File: config.mk
export PLATFORM = sky130hd
export DESIGN_NAME = mmu_address_area_translate
export DESIGN_NICKNAME = d
export VERILOG_FILES = /design/src/mmu_address_area_translate.v
export VERILOG_INCLUDE_DIRS = /design/src
export SDC_FILE = /design/constraint.sdc
export NUM_CORES = 1
export LEC_CHECK = 0
export BUFFER_PORTS_ARGS = -buffer_cell sky130_fd_sc_hd__buf_2
export CAP_MARGIN = 20
export CORE_ASPECT_RATIO = 0.9
export CORE_MARGIN = 10
export CORE_UTILIZATION = 40
export DETAILED_ROUTE_END_ITERATION = 12
export GPL_TIMING_DRIVEN = 1
export PLACE_DENSITY = 0.69
export SLEW_MARGIN = 25
export SYNTH_ARGS = -nofsm -noshare
export SYNTH_HDL_FRONTEND = slang
export SYNTH_SLANG_ARGS = --single-unit
File: constraint.sdc
create_clock -name clk -period 6.6 [get_ports clk]
set_clock_uncertainty 0.1 [all_clocks]
set_input_delay 1.32 -clock clk [delete_from_list [all_inputs] [get_ports clk]]
set_output_delay 1.32 -clock clk [all_outputs]
set_load 0.02 [all_outputs]
File: src/mmu_map.vh
`ifndef MMU_MAP_VH
`define MMU_MAP_VH

// Register byte addresses
`define ADDR_TRANSLATION_CONTROL 32'h0FFF_FFE0
`define ADDR_PAGE_ENTRY_HIGH     32'h0FFF_FFF0
`define ADDR_PAGE_ENTRY_LOW      32'hFFFF_FFF4
`define ADDR_TABLE_BASE          32'h0FFF_FFF8
`define ADDR_FAULT_ADDRESS       32'h0FFF_FFFC
`define ADDR_CACHE_CONTROL       32'h0FFF_FFE4
`define ADDR_IRQ_STATUS          32'h0FFF_FFE8
`define ADDR_IRQ_MASK            32'h0FFF_FFEC

// Reset values
`define RST_TRANSLATION_CONTROL  32'h0000_0000
`define RST_PAGE_ENTRY_HIGH      32'h0000_0000
`define RST_PAGE_ENTRY_LOW       32'h0000_0000
`define RST_TABLE_BASE           32'h0000_0000
`define RST_FAULT_ADDRESS        32'h0000_0000
`define RST_CACHE_CONTROL        32'h0000_0000

// Translation control fields
`define TC_ENABLE_BIT            0
`define TC_INDEX_XOR_BIT         1
`define TC_SINGLE_SPACE_BIT      8
`define TC_WRITE_MASK            32'h0000_0103

// Cache control fields
`define CC_CACHE_ON_BIT          0
`define CC_WRITE_THROUGH_BIT     1
`define CC_WRITE_MASK            32'h0000_0003

// Page entry high fields
`define PEH_TAG_LSB              0
`define PEH_TAG_MSB              7
`define PEH_VPN_MASK             32'hFFFF_FC00
`define PEH_WRITE_MASK           32'hFFFF_FCFF

// Interrupt status bits
`define IRQ_MISS_BIT             0
`define IRQ_ADDR_ERR_BIT         1
`define IRQ_WIDTH                2

// Area codes taken from virtual address bits 31..29
`define AREA_FIXED_CACHED_CODE   3'h4
`define AREA_FIXED_UNCACHED_CODE 3'h5
`define AREA_UPPER_PAGED_CODE    3'h6
`define AREA_CONTROL_CODE        3'h7

// Physical address significant bits
`define PHYS_SHADOW_MASK         32'h1FFF_FFFF
`define FIXED_CACHED_MASK        32'h7FFF_FFFF

`endif
File: src/mmu_address_area_translate.v
// Contract
// - Fixed cached area: physical address is virtual address with bit 31 cleared, no lookup.
// - Fixed cached area caching and write policy follow the cache control register.
// - Fixed uncached area: clear bits 31..29, never cache.
// - Fixed areas bypass the buffer and never raise buffer exceptions.
// - Lower and upper paged areas translate by page; writes follow cache control policy.
// - User mode reaches only addresses below 2 GB; higher ones give address error.
// - Control area maps peripheral registers, uncached, outside the translation path.
// - Upper three physical address bits are ignored, so aliases hit one location.
// - Paged accesses search the buffer; a hit supplies physical address and page control.
// - A paged access with no entry raises a miss; the core re-executes afterwards.
// - Translation disabled: virtual address used directly, low 29 bits significant.
// - Cached addresses go to the cache array with top three bits zero.
// - A translation control bit selects single or multiple space compare mode.
// - An 8-bit address space tag lives in page entry high, set by software.
// - Translation registers take defined values on reset; software sets the rest.
// - Privilege bit 0 means user mode, 1 means privileged; decode depends on it.
// - Single space mode while privileged skips the address space tag compare.
`timescale 1ns/1ps
`include "mmu_map.vh"

module mmu_address_area_translate (
    // Clock, reset, enable
    input  wire        clk,
    input  wire        rst_n,
    input  wire        ce,
    // Register bus
    input  wire [31:0] address,
    input  wire        read,
    input  wire        write,
    input  wire [3:0]  byteenable,
    input  wire [31:0] writedata,
    output wire        waitrequest,
    output reg  [31:0] readdata,
    // Core access request
    input  wire        req_valid,
    input  wire [31:0] req_vaddr,
    input  wire        req_write,
    input  wire        privilege_bit,
    output wire        req_ready,
    // Core access answer
    output reg         resp_valid,
    output reg  [31:0] resp_paddr,
    output reg  [31:0] resp_cache_addr,
    output reg         resp_cacheable,
    output reg         resp_write_through,
    output reg         resp_control_area,
    output reg         resp_miss,
    output reg         resp_addr_error,
    // Buffer lookup
    output reg         lookup_req,
    output reg  [31:0] lookup_vaddr,
    output reg  [7:0]  lookup_tag,
    output reg         lookup_skip_tag,
    output reg         lookup_index_xor,
    input  wire        lookup_done,
    input  wire        lookup_hit,
    input  wire [31:0] lookup_paddr,
    input  wire        lookup_cacheable,
    // Interrupt
    output wire        irq
);

    localparam ST_IDLE   = 2'd0;
    localparam ST_LOOKUP = 2'd1;
    localparam ST_ANSWER = 2'd2;

    reg [1:0]  state_ff;
    reg [1:0]  nxt_state;
    reg [31:0] translation_control_ff;
    reg [31:0] page_entry_high_ff;
    reg [31:0] page_entry_low_ff;
    reg [31:0] table_base_ff;
    reg [31:0] fault_address_ff;
    reg [31:0] cache_control_reg_ff;
    reg [`IRQ_WIDTH-1:0] irq_status_ff;
    reg [`IRQ_WIDTH-1:0] irq_mask_ff;
    reg        bus_ack_ff;
    reg [31:0] vaddr_ff;
    reg        wr_ff;
    reg        priv_ff;

    // Apply byte enables to a register write
    function [31:0] merge_bytes;
        input [31:0] old_val;
        input [31:0] new_val;
        input [3:0]  be;
        input [31:0] wmask;
        integer i;
        begin
            merge_bytes = old_val;
            for (i = 0; i < 4; i = i + 1) begin
                if (be[i]) begin
                    merge_bytes[i*8 +: 8] = new_val[i*8 +: 8];
                end
            end
            merge_bytes = (merge_bytes & wmask) | (old_val & ~wmask);
        end
    endfunction

    // Drop the shadow bits of a physical address
    function [31:0] shadow;
        input [31:0] pa;
        begin
            shadow = pa & `PHYS_SHADOW_MASK;
        end
    endfunction

    wire bus_req   = read | write;
    wire bus_fire  = bus_req & bus_ack_ff;
    wire wr_fire   = write & bus_fire;
    wire rd_fire   = read & bus_fire;
    assign waitrequest = bus_req & ~bus_ack_ff;

    wire tc_enable  = translation_control_ff[`TC_ENABLE_BIT];
    wire tc_single  = translation_control_ff[`TC_SINGLE_SPACE_BIT];
    wire cc_on      = cache_control_reg_ff[`CC_CACHE_ON_BIT];
    wire cc_wt      = cache_control_reg_ff[`CC_WRITE_THROUGH_BIT];

    // Area decode of the held request
    wire [2:0] area      = vaddr_ff[31:29];
    wire       is_user_hi = ~priv_ff & vaddr_ff[31];
    wire       is_fixed_cached   = priv_ff & (area == `AREA_FIXED_CACHED_CODE);
    wire       is_fixed_uncached = priv_ff & (area == `AREA_FIXED_UNCACHED_CODE);
    wire       is_control        = priv_ff & (area == `AREA_CONTROL_CODE);

    assign req_ready = (state_ff == ST_IDLE);

    reg        nxt_resp_valid;
    reg [31:0] nxt_paddr;
    reg        nxt_cacheable;
    reg        nxt_miss;
    reg        nxt_addr_error;
    reg        nxt_control;
    reg        nxt_lookup_req;

    always @* begin
        nxt_state      = state_ff;
        nxt_resp_valid = 1'b0;
        nxt_paddr      = 32'h0000_0000;
        nxt_cacheable  = 1'b0;
        nxt_miss       = 1'b0;
        nxt_addr_error = 1'b0;
        nxt_control    = 1'b0;
        nxt_lookup_req = 1'b0;
        case (state_ff)
            ST_IDLE: begin
                if (req_valid) begin
                    nxt_state = ST_ANSWER;
                end
            end
            ST_ANSWER: begin
                nxt_resp_valid = 1'b1;
                nxt_state      = ST_IDLE;
                if (is_user_hi) begin
                    nxt_addr_error = 1'b1;
                end else if (is_control) begin
                    nxt_control = 1'b1;
                    nxt_paddr   = vaddr_ff;
                end else if (is_fixed_cached) begin
                    nxt_paddr     = shadow(vaddr_ff & `FIXED_CACHED_MASK);
                    nxt_cacheable = cc_on;
                end else if (is_fixed_uncached) begin
                    nxt_paddr     = shadow(vaddr_ff);
                end else if (~tc_enable) begin
                    nxt_paddr     = shadow(vaddr_ff);
                    nxt_cacheable = cc_on;
                end else begin
                    nxt_resp_valid = 1'b0;
                    nxt_lookup_req = 1'b1;
                    nxt_state      = ST_LOOKUP;
                end
            end
            ST_LOOKUP: begin
                if (lookup_done) begin
                    nxt_resp_valid = 1'b1;
                    nxt_state      = ST_IDLE;
                    if (lookup_hit) begin
                        nxt_paddr     = shadow(lookup_paddr);
                        nxt_cacheable = cc_on & lookup_cacheable;
                    end else begin
                        nxt_miss = 1'b1;
                    end
                end
            end
            default: begin
                nxt_state = ST_IDLE;
            end
        endcase
    end

    // Access path state
    always @(posedge clk) begin
        if (!rst_n) begin
            state_ff           <= ST_IDLE;
            vaddr_ff           <= 32'h0000_0000;
            wr_ff              <= 1'b0;
            priv_ff            <= 1'b1;
            resp_valid         <= 1'b0;
            resp_paddr         <= 32'h0000_0000;
            resp_cache_addr    <= 32'h0000_0000;
            resp_cacheable     <= 1'b0;
            resp_write_through <= 1'b0;
            resp_control_area  <= 1'b0;
            resp_miss          <= 1'b0;
            resp_addr_error    <= 1'b0;
            lookup_req         <= 1'b0;
            lookup_vaddr       <= 32'h0000_0000;
            lookup_tag         <= 8'h00;
            lookup_skip_tag    <= 1'b0;
            lookup_index_xor   <= 1'b0;
        end else if (ce) begin
            state_ff           <= nxt_state;
            if (state_ff == ST_IDLE && req_valid) begin
                vaddr_ff <= req_vaddr;
                wr_ff    <= req_write;
                priv_ff  <= privilege_bit;
            end
            resp_valid         <= nxt_resp_valid;
            resp_paddr         <= nxt_paddr;
            resp_cache_addr    <= shadow(nxt_paddr);
            resp_cacheable     <= nxt_cacheable;
            resp_write_through <= nxt_cacheable & wr_ff & cc_wt;
            resp_control_area  <= nxt_control;
            resp_miss          <= nxt_miss;
            resp_addr_error    <= nxt_addr_error;
            lookup_req         <= nxt_lookup_req;
            if (nxt_lookup_req) begin
                lookup_vaddr     <= vaddr_ff;
                lookup_tag       <= page_entry_high_ff[`PEH_TAG_MSB:`PEH_TAG_LSB];
                lookup_skip_tag  <= tc_single & priv_ff;
                lookup_index_xor <= translation_control_ff[`TC_INDEX_XOR_BIT];
            end
        end
    end

    wire fault_evt = nxt_resp_valid & (nxt_miss | nxt_addr_error);
    wire [`IRQ_WIDTH-1:0] irq_evt = {nxt_addr_error & nxt_resp_valid,
                                     nxt_miss & nxt_resp_valid};

    // Register file
    always @(posedge clk) begin
        if (!rst_n) begin
            bus_ack_ff             <= 1'b0;
            translation_control_ff <= `RST_TRANSLATION_CONTROL;
            page_entry_high_ff     <= `RST_PAGE_ENTRY_HIGH;
            page_entry_low_ff      <= `RST_PAGE_ENTRY_LOW;
            table_base_ff          <= `RST_TABLE_BASE;
            fault_address_ff       <= `RST_FAULT_ADDRESS;
            cache_control_reg_ff   <= `RST_CACHE_CONTROL;
            irq_status_ff          <= {`IRQ_WIDTH{1'b0}};
            irq_mask_ff            <= {`IRQ_WIDTH{1'b0}};
            readdata               <= 32'h0000_0000;
        end else if (ce) begin
            bus_ack_ff <= bus_req & ~bus_ack_ff;
            if (wr_fire) begin
                case (address)
                    `ADDR_TRANSLATION_CONTROL: begin
                        translation_control_ff <= merge_bytes(translation_control_ff,
                            writedata, byteenable, `TC_WRITE_MASK);
                    end
                    `ADDR_PAGE_ENTRY_HIGH: begin
                        page_entry_high_ff <= merge_bytes(page_entry_high_ff,
                            writedata, byteenable, `PEH_WRITE_MASK);
                    end
                    `ADDR_PAGE_ENTRY_LOW: begin
                        page_entry_low_ff <= merge_bytes(page_entry_low_ff,
                            writedata, byteenable, 32'hFFFF_FFFF);
                    end
                    `ADDR_TABLE_BASE: begin
                        table_base_ff <= merge_bytes(table_base_ff,
                            writedata, byteenable, 32'hFFFF_FFFF);
                    end
                    `ADDR_FAULT_ADDRESS: begin
                        fault_address_ff <= merge_bytes(fault_address_ff,
                            writedata, byteenable, 32'hFFFF_FFFF);
                    end
                    `ADDR_CACHE_CONTROL: begin
                        cache_control_reg_ff <= merge_bytes(cache_control_reg_ff,
                            writedata, byteenable, `CC_WRITE_MASK);
                    end
                    `ADDR_IRQ_MASK: begin
                        if (byteenable[0]) begin
                            irq_mask_ff <= writedata[`IRQ_WIDTH-1:0];
                        end
                    end
                    default: begin
                        irq_mask_ff <= irq_mask_ff;
                    end
                endcase
            end
            // Hardware fault capture wins over a same-cycle software write
            if (fault_evt) begin
                fault_address_ff   <= vaddr_ff;
                page_entry_high_ff <= (vaddr_ff & `PEH_VPN_MASK) |
                                      (page_entry_high_ff & ~`PEH_VPN_MASK);
            end
            // Read clears status; a new event in the same cycle stays set
            if (rd_fire && address == `ADDR_IRQ_STATUS) begin
                irq_status_ff <= irq_evt;
            end else begin
                irq_status_ff <= irq_status_ff | irq_evt;
            end
            if (bus_req & ~bus_ack_ff) begin
                case (address)
                    `ADDR_TRANSLATION_CONTROL: readdata <= translation_control_ff;
                    `ADDR_PAGE_ENTRY_HIGH:     readdata <= page_entry_high_ff;
                    `ADDR_PAGE_ENTRY_LOW:      readdata <= page_entry_low_ff;
                    `ADDR_TABLE_BASE:          readdata <= table_base_ff;
                    `ADDR_FAULT_ADDRESS:       readdata <= fault_address_ff;
                    `ADDR_CACHE_CONTROL:       readdata <= cache_control_reg_ff;
                    `ADDR_IRQ_STATUS:          readdata <= {30'h0000_0000, irq_status_ff};
                    `ADDR_IRQ_MASK:            readdata <= {30'h0000_0000, irq_mask_ff};
                    default:                   readdata <= 32'h0000_0000;
                endcase
            end
        end
    end

    assign irq = |(irq_status_ff & irq_mask_ff);

endmodule // mmu_address_area_translate

Yosys cells after proc, flatten, opt, wreduce, memory -nomap -nowiden
Cells that the tools add are included.

Register bits: 375. Word-level logic and storage cells: 199. Input bits: 143. Output and inout bits: 148.

Multiplexer cells: 92. Equality and inequality tests: 15. Bitwise logic cells: 25. Reductions and logical operators: 31.

Operator list (count): 2-to-1 mux 32 bit (8); case mux 32 bit (8 select lines) (1); equality test 32 x 28 -> 1 bit, second input constant (7); 2-to-1 mux 8 bit (24); 2-to-1 mux 29 bit (5); bitwise OR 32 x 10 -> 32 bit (2); case mux 32 bit (2 select lines) (1); AND reduction 4 bit (13); 2-to-1 mux 1 bit (37); equality test 32 bit, second input constant (1); bitwise OR 2 x 32 -> 32 bit (1); bitwise OR 9 x 32 -> 32 bit (1); 2-to-1 mux 2 bit (13); bitwise AND 1 bit (15); nonzero test 2 bit (7); AND reduction 3 bit (4); equality test 3 bit, second input constant (3); case mux 2 bit (3 select lines) (1); AND reduction 2 bit (3); != test 2 bit, second input constant (2); case mux 1 bit (2 select lines) (2); bitwise AND 2 bit (1); equality test 2 x 1 -> 1 bit, second input constant (1); equality test 2 bit, second input constant (1); 6 further kinds (9).

Longest topological paths before layout
Gate-level depths: netlist of run 1.

Depth in word-level cells: 10. Gate-level depth with buffers: 10. Mapped depth without buffers: 7.

Worst setup path after synthesis of run 1
No wires, ideal clock.

Path type: input to register. Start point: in address[11]. End point: reg cache_control_reg_ff[0]. Cell stages on the path: 7. Setup time: 128 ps. Data required time: 6372 ps. Path buffers: 2. Path slack: 3075 ps. Arrival: 3297 ps. Path through: nand4_1 > or4_1 > buf_2 > buf_2 > or4b_2 > mux2i_1 > nor2_1.

Cells in the longest elaborated chain, start to end: 2.

RTL lines: start, declared (RTL line mmu_address_area_translate.v:28) `input wire [31:0] address,`; equality test 32 x 28 -> 1 bit (RTL line mmu_address_area_translate.v:257) `case (address)`; AND reduction 3 bit (no line); end signal, assigned (RTL line mmu_address_area_translate.v:250) `` cache_control_reg_ff <= `RST_CACHE_CONTROL; ``; end signal, assigned (RTL line mmu_address_area_translate.v:279) `cache_control_reg_ff <= merge_bytes(cache_control_reg_ff,`; end, declared (RTL line mmu_address_area_translate.v:75) `reg [31:0] cache_control_reg_ff;`.

Every way passes these cells. A chain may end at the register's enable or synchronous reset.

Worst setup path after layout of run 1
Start point: in address[26]. End point: reg fault_address_ff[28].

Cells in the longest elaborated chain, start to end: 3.

RTL lines: equality test 32 x 28 -> 1 bit (RTL line mmu_address_area_translate.v:257); nonzero test 2 bit (no line); AND reduction 4 bit (no line); end signal, assigned (RTL line mmu_address_area_translate.v:249) `` fault_address_ff <= `RST_FAULT_ADDRESS; ``; end signal, assigned (RTL line mmu_address_area_translate.v:275) `fault_address_ff <= merge_bytes(fault_address_ff,`; end signal, assigned (RTL line mmu_address_area_translate.v:294) `fault_address_ff <= vaddr_ff;`; end, declared (RTL line mmu_address_area_translate.v:74) `reg [31:0] fault_address_ff;`.

Every way passes these cells.

==> out/qor.csv, run 1 <==
metric,value,unit
Synth Register Bits,285,
IO Port Bufs,284,
Worst IR Drop VDD,0.000186,V
CTS Buffer Depth,3,
Pleak,0.00668,uW
crit start category,input port,
GP Congestion,0.863,
synth top area cells,"dfxtp_1, mux2i_1, a21oi_1",
r2r startpoint,state_ff[0],
mux cell area share after synthesis,0.0770,
Hold Path Class,reg2reg,
unrepaired setup endpoints after global routing,false,
IO Pins,291,
setup violators final,0,
Mapped Avg Cell Area,8.78,um2
"Slew Viols, Final",0,
setup TNS,0,ns
most common cell in the synthesized netlist,dfxtp_1,
Synth Area in Compound Gates,0.228,
Synth top area share,0.454,
R2R setup slack,3.64,ns
Hold Fails Final Rpt,0,
Hold Path Sink,lookup_vaddr[29],
Clk pwr share,0.459,
Area Overhead vs Synth,20.2,%
H-tree Lvls,1,
TritonRoute pass-1 iters,5,
worst-margin pin slew,0.993,ns
met2 routed WL,20.3,mm
register area share after synthesis,0.454,
largest family of logic cells by synthesized area,compound AO/OA/AOI/OAI gates,
hold-critical path depth,2,
Yosys top cell by area,dfxtp_1,
min cycle time layout,4.19,ns
sw power,836,uW
Met3 Wirelength,4.83,mm
period utilization,0.635,
worst path required time,6.95,ns
crit path capture type,flop,
Syn. warnings,0,
WS Path Type,in2reg,
clk root buf,clkbuf_16,
"EDFF count, synth",0,
Synth Area in XOR/XNOR,0,
GRT Resource Usage Total,0.219,
worst hold start,lookup_vaddr[29],
WP buf/inv,2,
Critical Path Fanout Max,19,
total grt overflow,0,
# DRC,0,
Vias/cell,5.69,
Top Metal Used,met5,
vias,11700,
drt wl/cell,22.0,um
most frequent cell on the critical path,nand4_1,
Worst slew margin,0.332,
initial antenna violation count,12,
clock sink count,285,
Post-Synth Adder-Cell Area,0.00299,
setup bufs post-CTS,0,
final WL,45.3,mm
Clock Latency Late Sink,0.56,ns
CTS Hold Bufs,0,
die area,0.0389,mm2
share of post-route cells with drive strength above 1,0.239,
"Reg clk slew, reported paths",0.06,ns
Routed Antenna Nets,0,
DRT iter0 DRCs,883,
number of global-route vias before repair,11400,
"CP delay by family, top",simple AND/OR/NAND/NOR gates,
Starting Density,0.406,
Crit-path slowest cell,nor4_4,
die width,207,um
worst r2r dst,page_entry_high_ff[5],
fmax,239,MHz
CTS tree,done,
Die Y-Extent,188,um
Syn Inst Count,1430,
reg2reg path depth,8,
Placement Rows,61,
Worst EP arrival,4.54,ns
simple-gate share of the synthesized area,0.179,
Synth Cell Area,0.0126,mm2
CP Cell Sequence,buf_2 -> nand4_1 -> or3_1 -> nor4_4 -> buf_4 -> nand4_1 -> o211a_1,
switch share,0.233,
Met1 Wirelength,19.1,mm
Num CTS Buffers,30,
Gate power share,0.051,
top_reg_cell synth,dfxtp_1,
first-pass GRT wire length,68.1,mm
core area,0.0309,mm2
cts repair resizes,0,
final net count,1771,
largest net degree at the start of global routing,140,
status,"finished, final reports clean",
part of the power in registers,0.490,
post-synthesis async set-or-reset flop share,0,
Unique masters post-synth,57,
Pwr Density,238,mW/mm2
Max Cap Violations,0,
max incr delay on CP,0.91,ns
Overall Power,3590,uW
DP HPWL,31.8,mm
internal power,2750,uW
"top cells by count, synth","dfxtp_1, a21oi_1, nand2_1",
-- worst max path at each step --
stage	start	endpoint	slack (ns)	depth (start not counted)
5_1_grt	address[22]	fault_address_ff[28]	2.18	7
2_1_floorplan	address[11]	cache_control_reg_ff[0]	3.07	7
4_1_cts	address[26]	fault_address_ff[28]	2.44	7
3_3_place_gp	address[26]	fault_address_ff[26]	1.89	7
6_report	address[26]	fault_address_ff[28]	2.41	7
3_5_place_dp	address[26]	fault_address_ff[28]	1.87	7
-- power by group through the flow --
stage	Combinational, uW	Sequential, uW	Clock, uW
after floorplan	93.7	1780	0
after global placement	178	1790	0
after detailed placement	181	1790	0
after CTS	181	1760	1670
after global routing	199	1760	1740
final	183	1760	1650
-- state kept, by name, indices dropped and copies added, names as in the netlist, 2 cells and up --
register                flops
cache_control_reg_ff        2
fault_address_ff           32
irq_mask_ff                 2
irq_status_ff               2
lookup_tag                  8
lookup_vaddr               32
page_entry_high_ff         30
page_entry_low_ff          32
readdata                   32
resp_paddr                 32
state_ff                    2
table_base_ff              32
translation_control_ff      3
vaddr_ff                   32
-- layout make-up --
cell class / instances / area (um2)
diodes: 10 / 25.0
clock buffers: 45 / 888
clock inverters: 6 / 55.1
fillers: 3026 / 15800
inverters: 6 / 30.0
multi-input cells: 990 / 6210
flip-flops and latches: 285 / 5710
well taps: 409 / 512
repair buffers: 312 / 1670
-- cell usage in the layout, fill, tap and decap left out, types with 30 or more instances in the layout --
cell / instances
dfxtp_1: 285
buf_2: 284
mux2i_1: 91
nand2_1: 168
o31ai_1: 31
a22oi_1: 63
o21ai_0: 30
and2_1: 33
a21oi_1: 168
a32o_1: 31
clkbuf_16: 31
nor2_1: 166
-- metal layers --
metal / up-vias / GRT usage
met3: 68 / 0.0626
met4: 4 / 0.0615
li1: 5530 / -
met5: - / 0
met1: 5646 / 0.286
met2: 487 / 0.345
-- worst min-delay path, delay by kind of cell, from the launching register on --
| family | cells | cell delay [ns] |
|---|---|---|
| and+or+nand+nor | 1 | 0.05 |
| AOI/OAI and AO/OA | 1 | 0.05 |
| DFF | 1 | 0.30 |
-- logic make-up after synthesis --
kind of cell	after synthesis
compound gates	420
fa+ha+maj	3
mux	94
buf+inv	157
simple gates	470
other cells	1
flops	285
-- through the flow --
| stage | setup WS [ns] | utilization | hold WS, ns | cell area [um2] | instances |
|---|---|---|---|---|---|
| floorplan | 3.07 | - | 0.330 | 12600 | 1432 |
| global placement | 1.89 | 0.454 | 0.339 | 14000 | 1999 |
| detailed placement | 1.87 | 0.456 | 0.344 | 14100 | 2001 |
| CTS | 2.44 | 0.486 | 0.352 | 15000 | 2052 |
| global route | 2.18 | 0.488 | 0.369 | 15100 | 2056 |
| finish | 2.41 | 0.488 | 0.350 | 15100 | 2063 |
Note: power is estimated with default switching activity, not from simulation.
==> run 2, diff against run 1 <==
- PLACE_DENSITY: 0.69 -> 0.72
- clock period: 6.6 -> 3.69 ns (I/O delays scaled with it)
==> run 2 against run 1 <==
Register-to-register slack got worse by 2.8 ns. Sequential cell count did not move. Die area did not move. Via count rose by 2.6%. Routed wire length barely moved. Cell count rose by 1.3%. Critical path type is now reg2reg. Highest routed layer unchanged.
==> out/qor.csv, run 2 (synthesized netlist as in run 1, its figures left out) <==
metric,value,unit
Clock Latency Late Sink,0.56,ns
unrepaired setup endpoints after global routing,false,
Worst EP arrival,3.20,ns
setup TNS,0,ns
period utilization,0.774,
Hold Path Sink,vaddr_ff[0],
Non-Filler Instances,2089,
worst hold start,req_vaddr[0],
max incr delay on CP,0.45,ns
R2R setup slack,0.84,ns
setup ws final,0.835,ns
Hold Fails Final Rpt,0,
IO Port Bufs,284,
cts repair resizes,0,
Post-Route Utilization,0.495,
"Slew Viols, Final",0,
setup bufs post-CTS,0,
worst-margin pin slew,0.825,ns
final WL,45.3,mm
clock sink count,285,
DRT iter0 DRCs,1025,
Starting Density,0.406,
Pleak,0.00679,uW
hold-critical path depth,3,
clk root buf,clkbuf_16,
number of global-route vias before repair,11700,
crit start category,flop,
CTS tree,done,
Routed Antenna Nets,0,
Worst IR Drop VDD,0.000323,V
"Reg clk slew, reported paths",0.07,ns
Overall Power,6560,uW
largest net degree at the start of global routing,97,
Placement Rows,61,
Hold Path Class,in2reg,
CTS Buffer Depth,3,
Critical Path Fanout Max,16,
Area Overhead vs Synth,21.8,%
r2r startpoint,state_ff[0],
WP buf/inv,2,
H-tree Lvls,1,
first-pass GRT wire length,68.2,mm
crit path capture type,flop,
Crit-path slowest cell,nand4_1,
GRT Resource Usage Total,0.219,
reg2reg path depth,7,
drt wl/cell,21.7,um
Worst slew margin,0.446,
Num CTS Buffers,30,
TritonRoute pass-1 iters,5,
core area,0.0309,mm2
WS Path Type,reg2reg,
# DRC,0,
die area,0.0389,mm2
final net count,1797,
IO Pins,291,
min cycle time layout,2.85,ns
Pwr Density,429,mW/mm2
"CP delay by family, top",compound AO/OA/AOI/OAI gates,
worst path required time,4.03,ns
Max Cap Violations,0,
setup violators final,0,
CP Cell Sequence,inv_1 -> ha_1 -> and3b_1 -> o21ai_2 -> buf_4 -> nand4_1 -> o211a_1,
fmax,350,MHz
CTS Hold Bufs,0,
total grt overflow,0,
DP HPWL,32.4,mm
most frequent cells in the layout,"dfxtp_1, buf_2, nand2_1, a21oi_1, nor2_1",
initial antenna violation count,11,
Vias/cell,5.76,
"commonest non-fill, non-tap cell in the layout",dfxtp_1,
placed cell count,2028,
status,"finished, final reports clean",
Die Y-Extent,188,um
worst r2r dst,fault_address_ff[12],
dpl ws,0.340,ns
share of post-route cells with drive strength above 1,0.252,
vias,12000,
GP Congestion,0.886,
die width,207,um
-- run 2: cell count changes in the layout (fill, tap and decap cells not counted), moves of 2 or more --
cell / before / now
buf_4: 25 / 52
bufinv_16: 1 / 3
diode_2: 10 / 7
clkinv_2: 5 / 8
nor3_2: 1 / 3
nor3_4: 2 / 0
-- run 2: worst reg2reg max path: stages, from the launching register on --
cell and delay (ns):
dfxtp_1 0.36, inv_1 0.07, ha_1 0.26, and3b_1 0.32, o21ai_2 0.43, buf_4 0.37, nand4_1 0.45, o211a_1 0.38
-- run 2: per-layer routing --
layer	up-vias	wire length [um]	track usage
met4	8	1290	0.0710
met3	89	4440	0.0567
li1	5583	-	-
met1	5800	19300	0.286
met5	-	61	0
met2	562	20200	0.345
-- run 2: layout make-up --
class	count	area [um2]
diodes	7	17.5
clock inverters	11	130
inverters	6	27.5
multi-input cells	990	6190
clock buffers	43	871
fillers	2977	15600
repair buffers	338	1850
well taps	409	512
flip-flops and latches	285	5710
-- run 2: worst max-delay path by stage --
stage | startpoint | endpoint | slack (ns) | cells after the start
after CTS | state_ff[0] | fault_address_ff[12] | 0.88 | 7
after detailed placement | address[11] | fault_address_ff[12] | 0.34 | 6
after floorplan | address[11] | cache_control_reg_ff[0] | 0.75 | 7
after global placement | address[11] | fault_address_ff[8] | 0.42 | 6
after global routing | state_ff[0] | fault_address_ff[12] | 0.74 | 7
final | state_ff[0] | fault_address_ff[12] | 0.84 | 7
-- run 2: power by group --
part,switching [uW],leakage (uW),internal [uW]
Combinational,215,0.00399,116
Sequential,46.1,0.00230,3100
Clock,1250,0.000500,1840
-- run 2: metrics by stage --
stage / area, um2 / hold slack, ns
final: 15300 / 0.309
after global routing: 15300 / 0.303
after CTS: 15300 / 0.297
after detailed placement: 14300 / 0.344
after global placement: 14300 / 0.340
after floorplan: 12600 / 0.330
==> run 3, diff against run 2 <==
- ABC_AREA: default -> 1
- PLACE_DENSITY: 0.72 -> 0.69
- clock period: 3.69 -> 2.7 ns (I/O delays scaled with it)
==> run 3 against run 2 <==
Cell count is 24% higher. Register-to-register slack worse by 0.40 ns. Clock-buffer cell count stayed put. Power is 40% higher. Combinational power is 79% higher. Critical path type unchanged. Critical endpoint is now page_entry_high_ff[1]. Highest routed layer is now met4.
==> out/qor.csv, run 3 <==
metric,value,unit
TritonRoute pass-1 iters,6,
most common cell in the synthesized netlist,nand2_1,
Starting Density,0.408,
CTS Hold Bufs,0,
Hold Fails Final Rpt,0,
"Slew Viols, Final",0,
cts repair resizes,0,
Die Y-Extent,192,um
Synth Register Bits,285,
synth top area cells,"dfxtp_1, nand2_1, a21oi_1",
crit path to,page_entry_high_ff[1],
Hold Path Class,in2reg,
DP HPWL,33.3,mm
setup bufs post-CTS,0,
initial antenna violation count,0,
crit start category,flop,
Num CTS Buffers,31,
"commonest non-fill, non-tap cell in the layout",nand2_1,
top_reg_cell synth,dfxtp_1,
# DRC,0,
core area,0.0322,mm2
Area Overhead vs Synth,19.5,%
Pleak,0.00694,uW
CTS Buffer Depth,3,
reg2reg path depth,10,
GRT Resource Usage Total,0.218,
setup TNS,0,ns
unrepaired setup endpoints after global routing,false,
Post-Route Utilization,0.488,
status,"finished, final reports clean",
Synth top area share,0.434,
Critical Path Fanout Max,23,
DRT iter0 DRCs,1237,
largest net degree at the start of global routing,82,
"top cells by count, synth","nand2_1, dfxtp_1, a21oi_1",
"EDFF count, synth",0,
register area share after synthesis,0.434,
Vias/cell,5.18,
hold-critical path depth,3,
crit path capture type,flop,
Routed Antenna Nets,0,
share of post-route cells with drive strength above 1,0.195,
total grt overflow,0,
"Reg clk slew, reported paths",0.07,ns
Synth Cell Area,0.0131,mm2
Worst IR Drop VDD,0.000508,V
min cycle time layout,2.26,ns
Yosys top cell by area,dfxtp_1,
most frequent cells in the layout,"nand2_1, dfxtp_1, buf_2",
Syn. warnings,0,
die area,0.0405,mm2
first-pass GRT wire length,71.2,mm
worst r2r dst,page_entry_high_ff[1],
# diodes,0,
GP Congestion,0.895,
IO Pins,291,
drt wl/cell,17.8,um
number of global-route vias before repair,12500,
clk root buf,clkbuf_16,
Mapped Avg Cell Area,6.80,um2
r2r startpoint,state_ff[1],
CTS tree,done,
post-synthesis async set-or-reset flop share,0,
period utilization,0.838,
final WL,45.8,mm
Worst slew margin,0.651,
Pwr Density,586,mW/mm2
die width,211,um
IO Port Bufs,284,
WS Path Type,reg2reg,
Syn Inst Count,1934,
Placement Rows,62,
R2R setup slack,0.44,ns
worst-margin pin slew,0.522,ns
Unique masters post-synth,35,
fmax,442,MHz
Max Cap Violations,0,
Worst Setup SP,state_ff[1],
worst path required time,3.10,ns
Clock Latency Late Sink,0.56,ns
clock sink count,285,
setup violators final,0,
vias,13400,
Worst EP arrival,2.66,ns
H-tree Lvls,1,
final net count,2289,
==> run 3: cell families after synthesis <==
group,synth area share
AOI/OAI and AO/OA,0.137
adders and majority gates,0.00286
buffers and inverters,0.102
DFF,0.434
other,0.000285
and+or+nand+nor,0.324
==> run 3: worst min path at each step <==
stage	from	endpoint	slack, ns
3_5_place_dp	table_base_ff[2]	table_base_ff[2]	0.34
2_1_floorplan	table_base_ff[0]	table_base_ff[0]	0.32
5_1_grt	privilege_bit	priv_ff	0.1
3_3_place_gp	table_base_ff[0]	table_base_ff[0]	0.33
4_1_cts	privilege_bit	priv_ff	0.07
6_report	privilege_bit	priv_ff	0.1
==> run 3: area by class of cell <==
type	count	area (um2)
Sequential cell	285	5710
Multi-Input combinational cell	1355	6120
Fill cell	3188	16500
Clock buffer	43	881
Timing Repair Buffer	322	1770
Tap cell	416	520
Clock inverter	12	145
Inverter	148	559
==> run 3: per-stage QoR <==
| step | instances | instance area, um2 | worst slack, ns | total power (uW) | hold slack [ns] |
|---|---|---|---|---|---|
| floorplan | 1936 | 13200 | 0.736 | 4700 | 0.324 |
| global placement | 2526 | 14700 | 0.226 | 4970 | 0.333 |
| detailed placement | 2526 | 14700 | 0.168 | 4980 | 0.336 |
| CTS | 2581 | 15700 | 0.403 | 9290 | 0.0735 |
| global route | 2581 | 15700 | 0.199 | 9520 | 0.0987 |
| finish | 2581 | 15700 | 0.439 | 9210 | 0.0964 |
==> run 3: routing by layer <==
metal	global-route usage	part of all wire	routed length (um)	up-vias
met1	0.303	0.46	21100	6144
met4	0.0437	0.018	813	0
li1	-	-	-	6617
met5	0	0	0	-
met3	0.0596	0.10	4650	45
met2	0.329	0.42	19300	573
==> run 3: where the power goes <==
| part | switching, uW | leakage, uW | total [uW] | internal, uW |
|---|---|---|---|---|
| combinational | 412 | 0.00413 | 591 | 179 |
| clock | 1770 | 0.000506 | 4310 | 2550 |
| sequential | 50.9 | 0.00230 | 4300 | 4250 |
| total | 2230 | 0.00694 | 9210 | 6980 |
==> run 3: critical path, stage by stage (launching register included) <==
cell and delay [ns]:
dfxtp_1 0.37, inv_1 0.08, ha_1 0.19, nand2_1 0.11, or2_2 0.16, nand2_1 0.08, nand3_2 0.14, clkinv_2 0.27
nor3_2 0.52, nor2_1 0.07, nor2_1 0.11
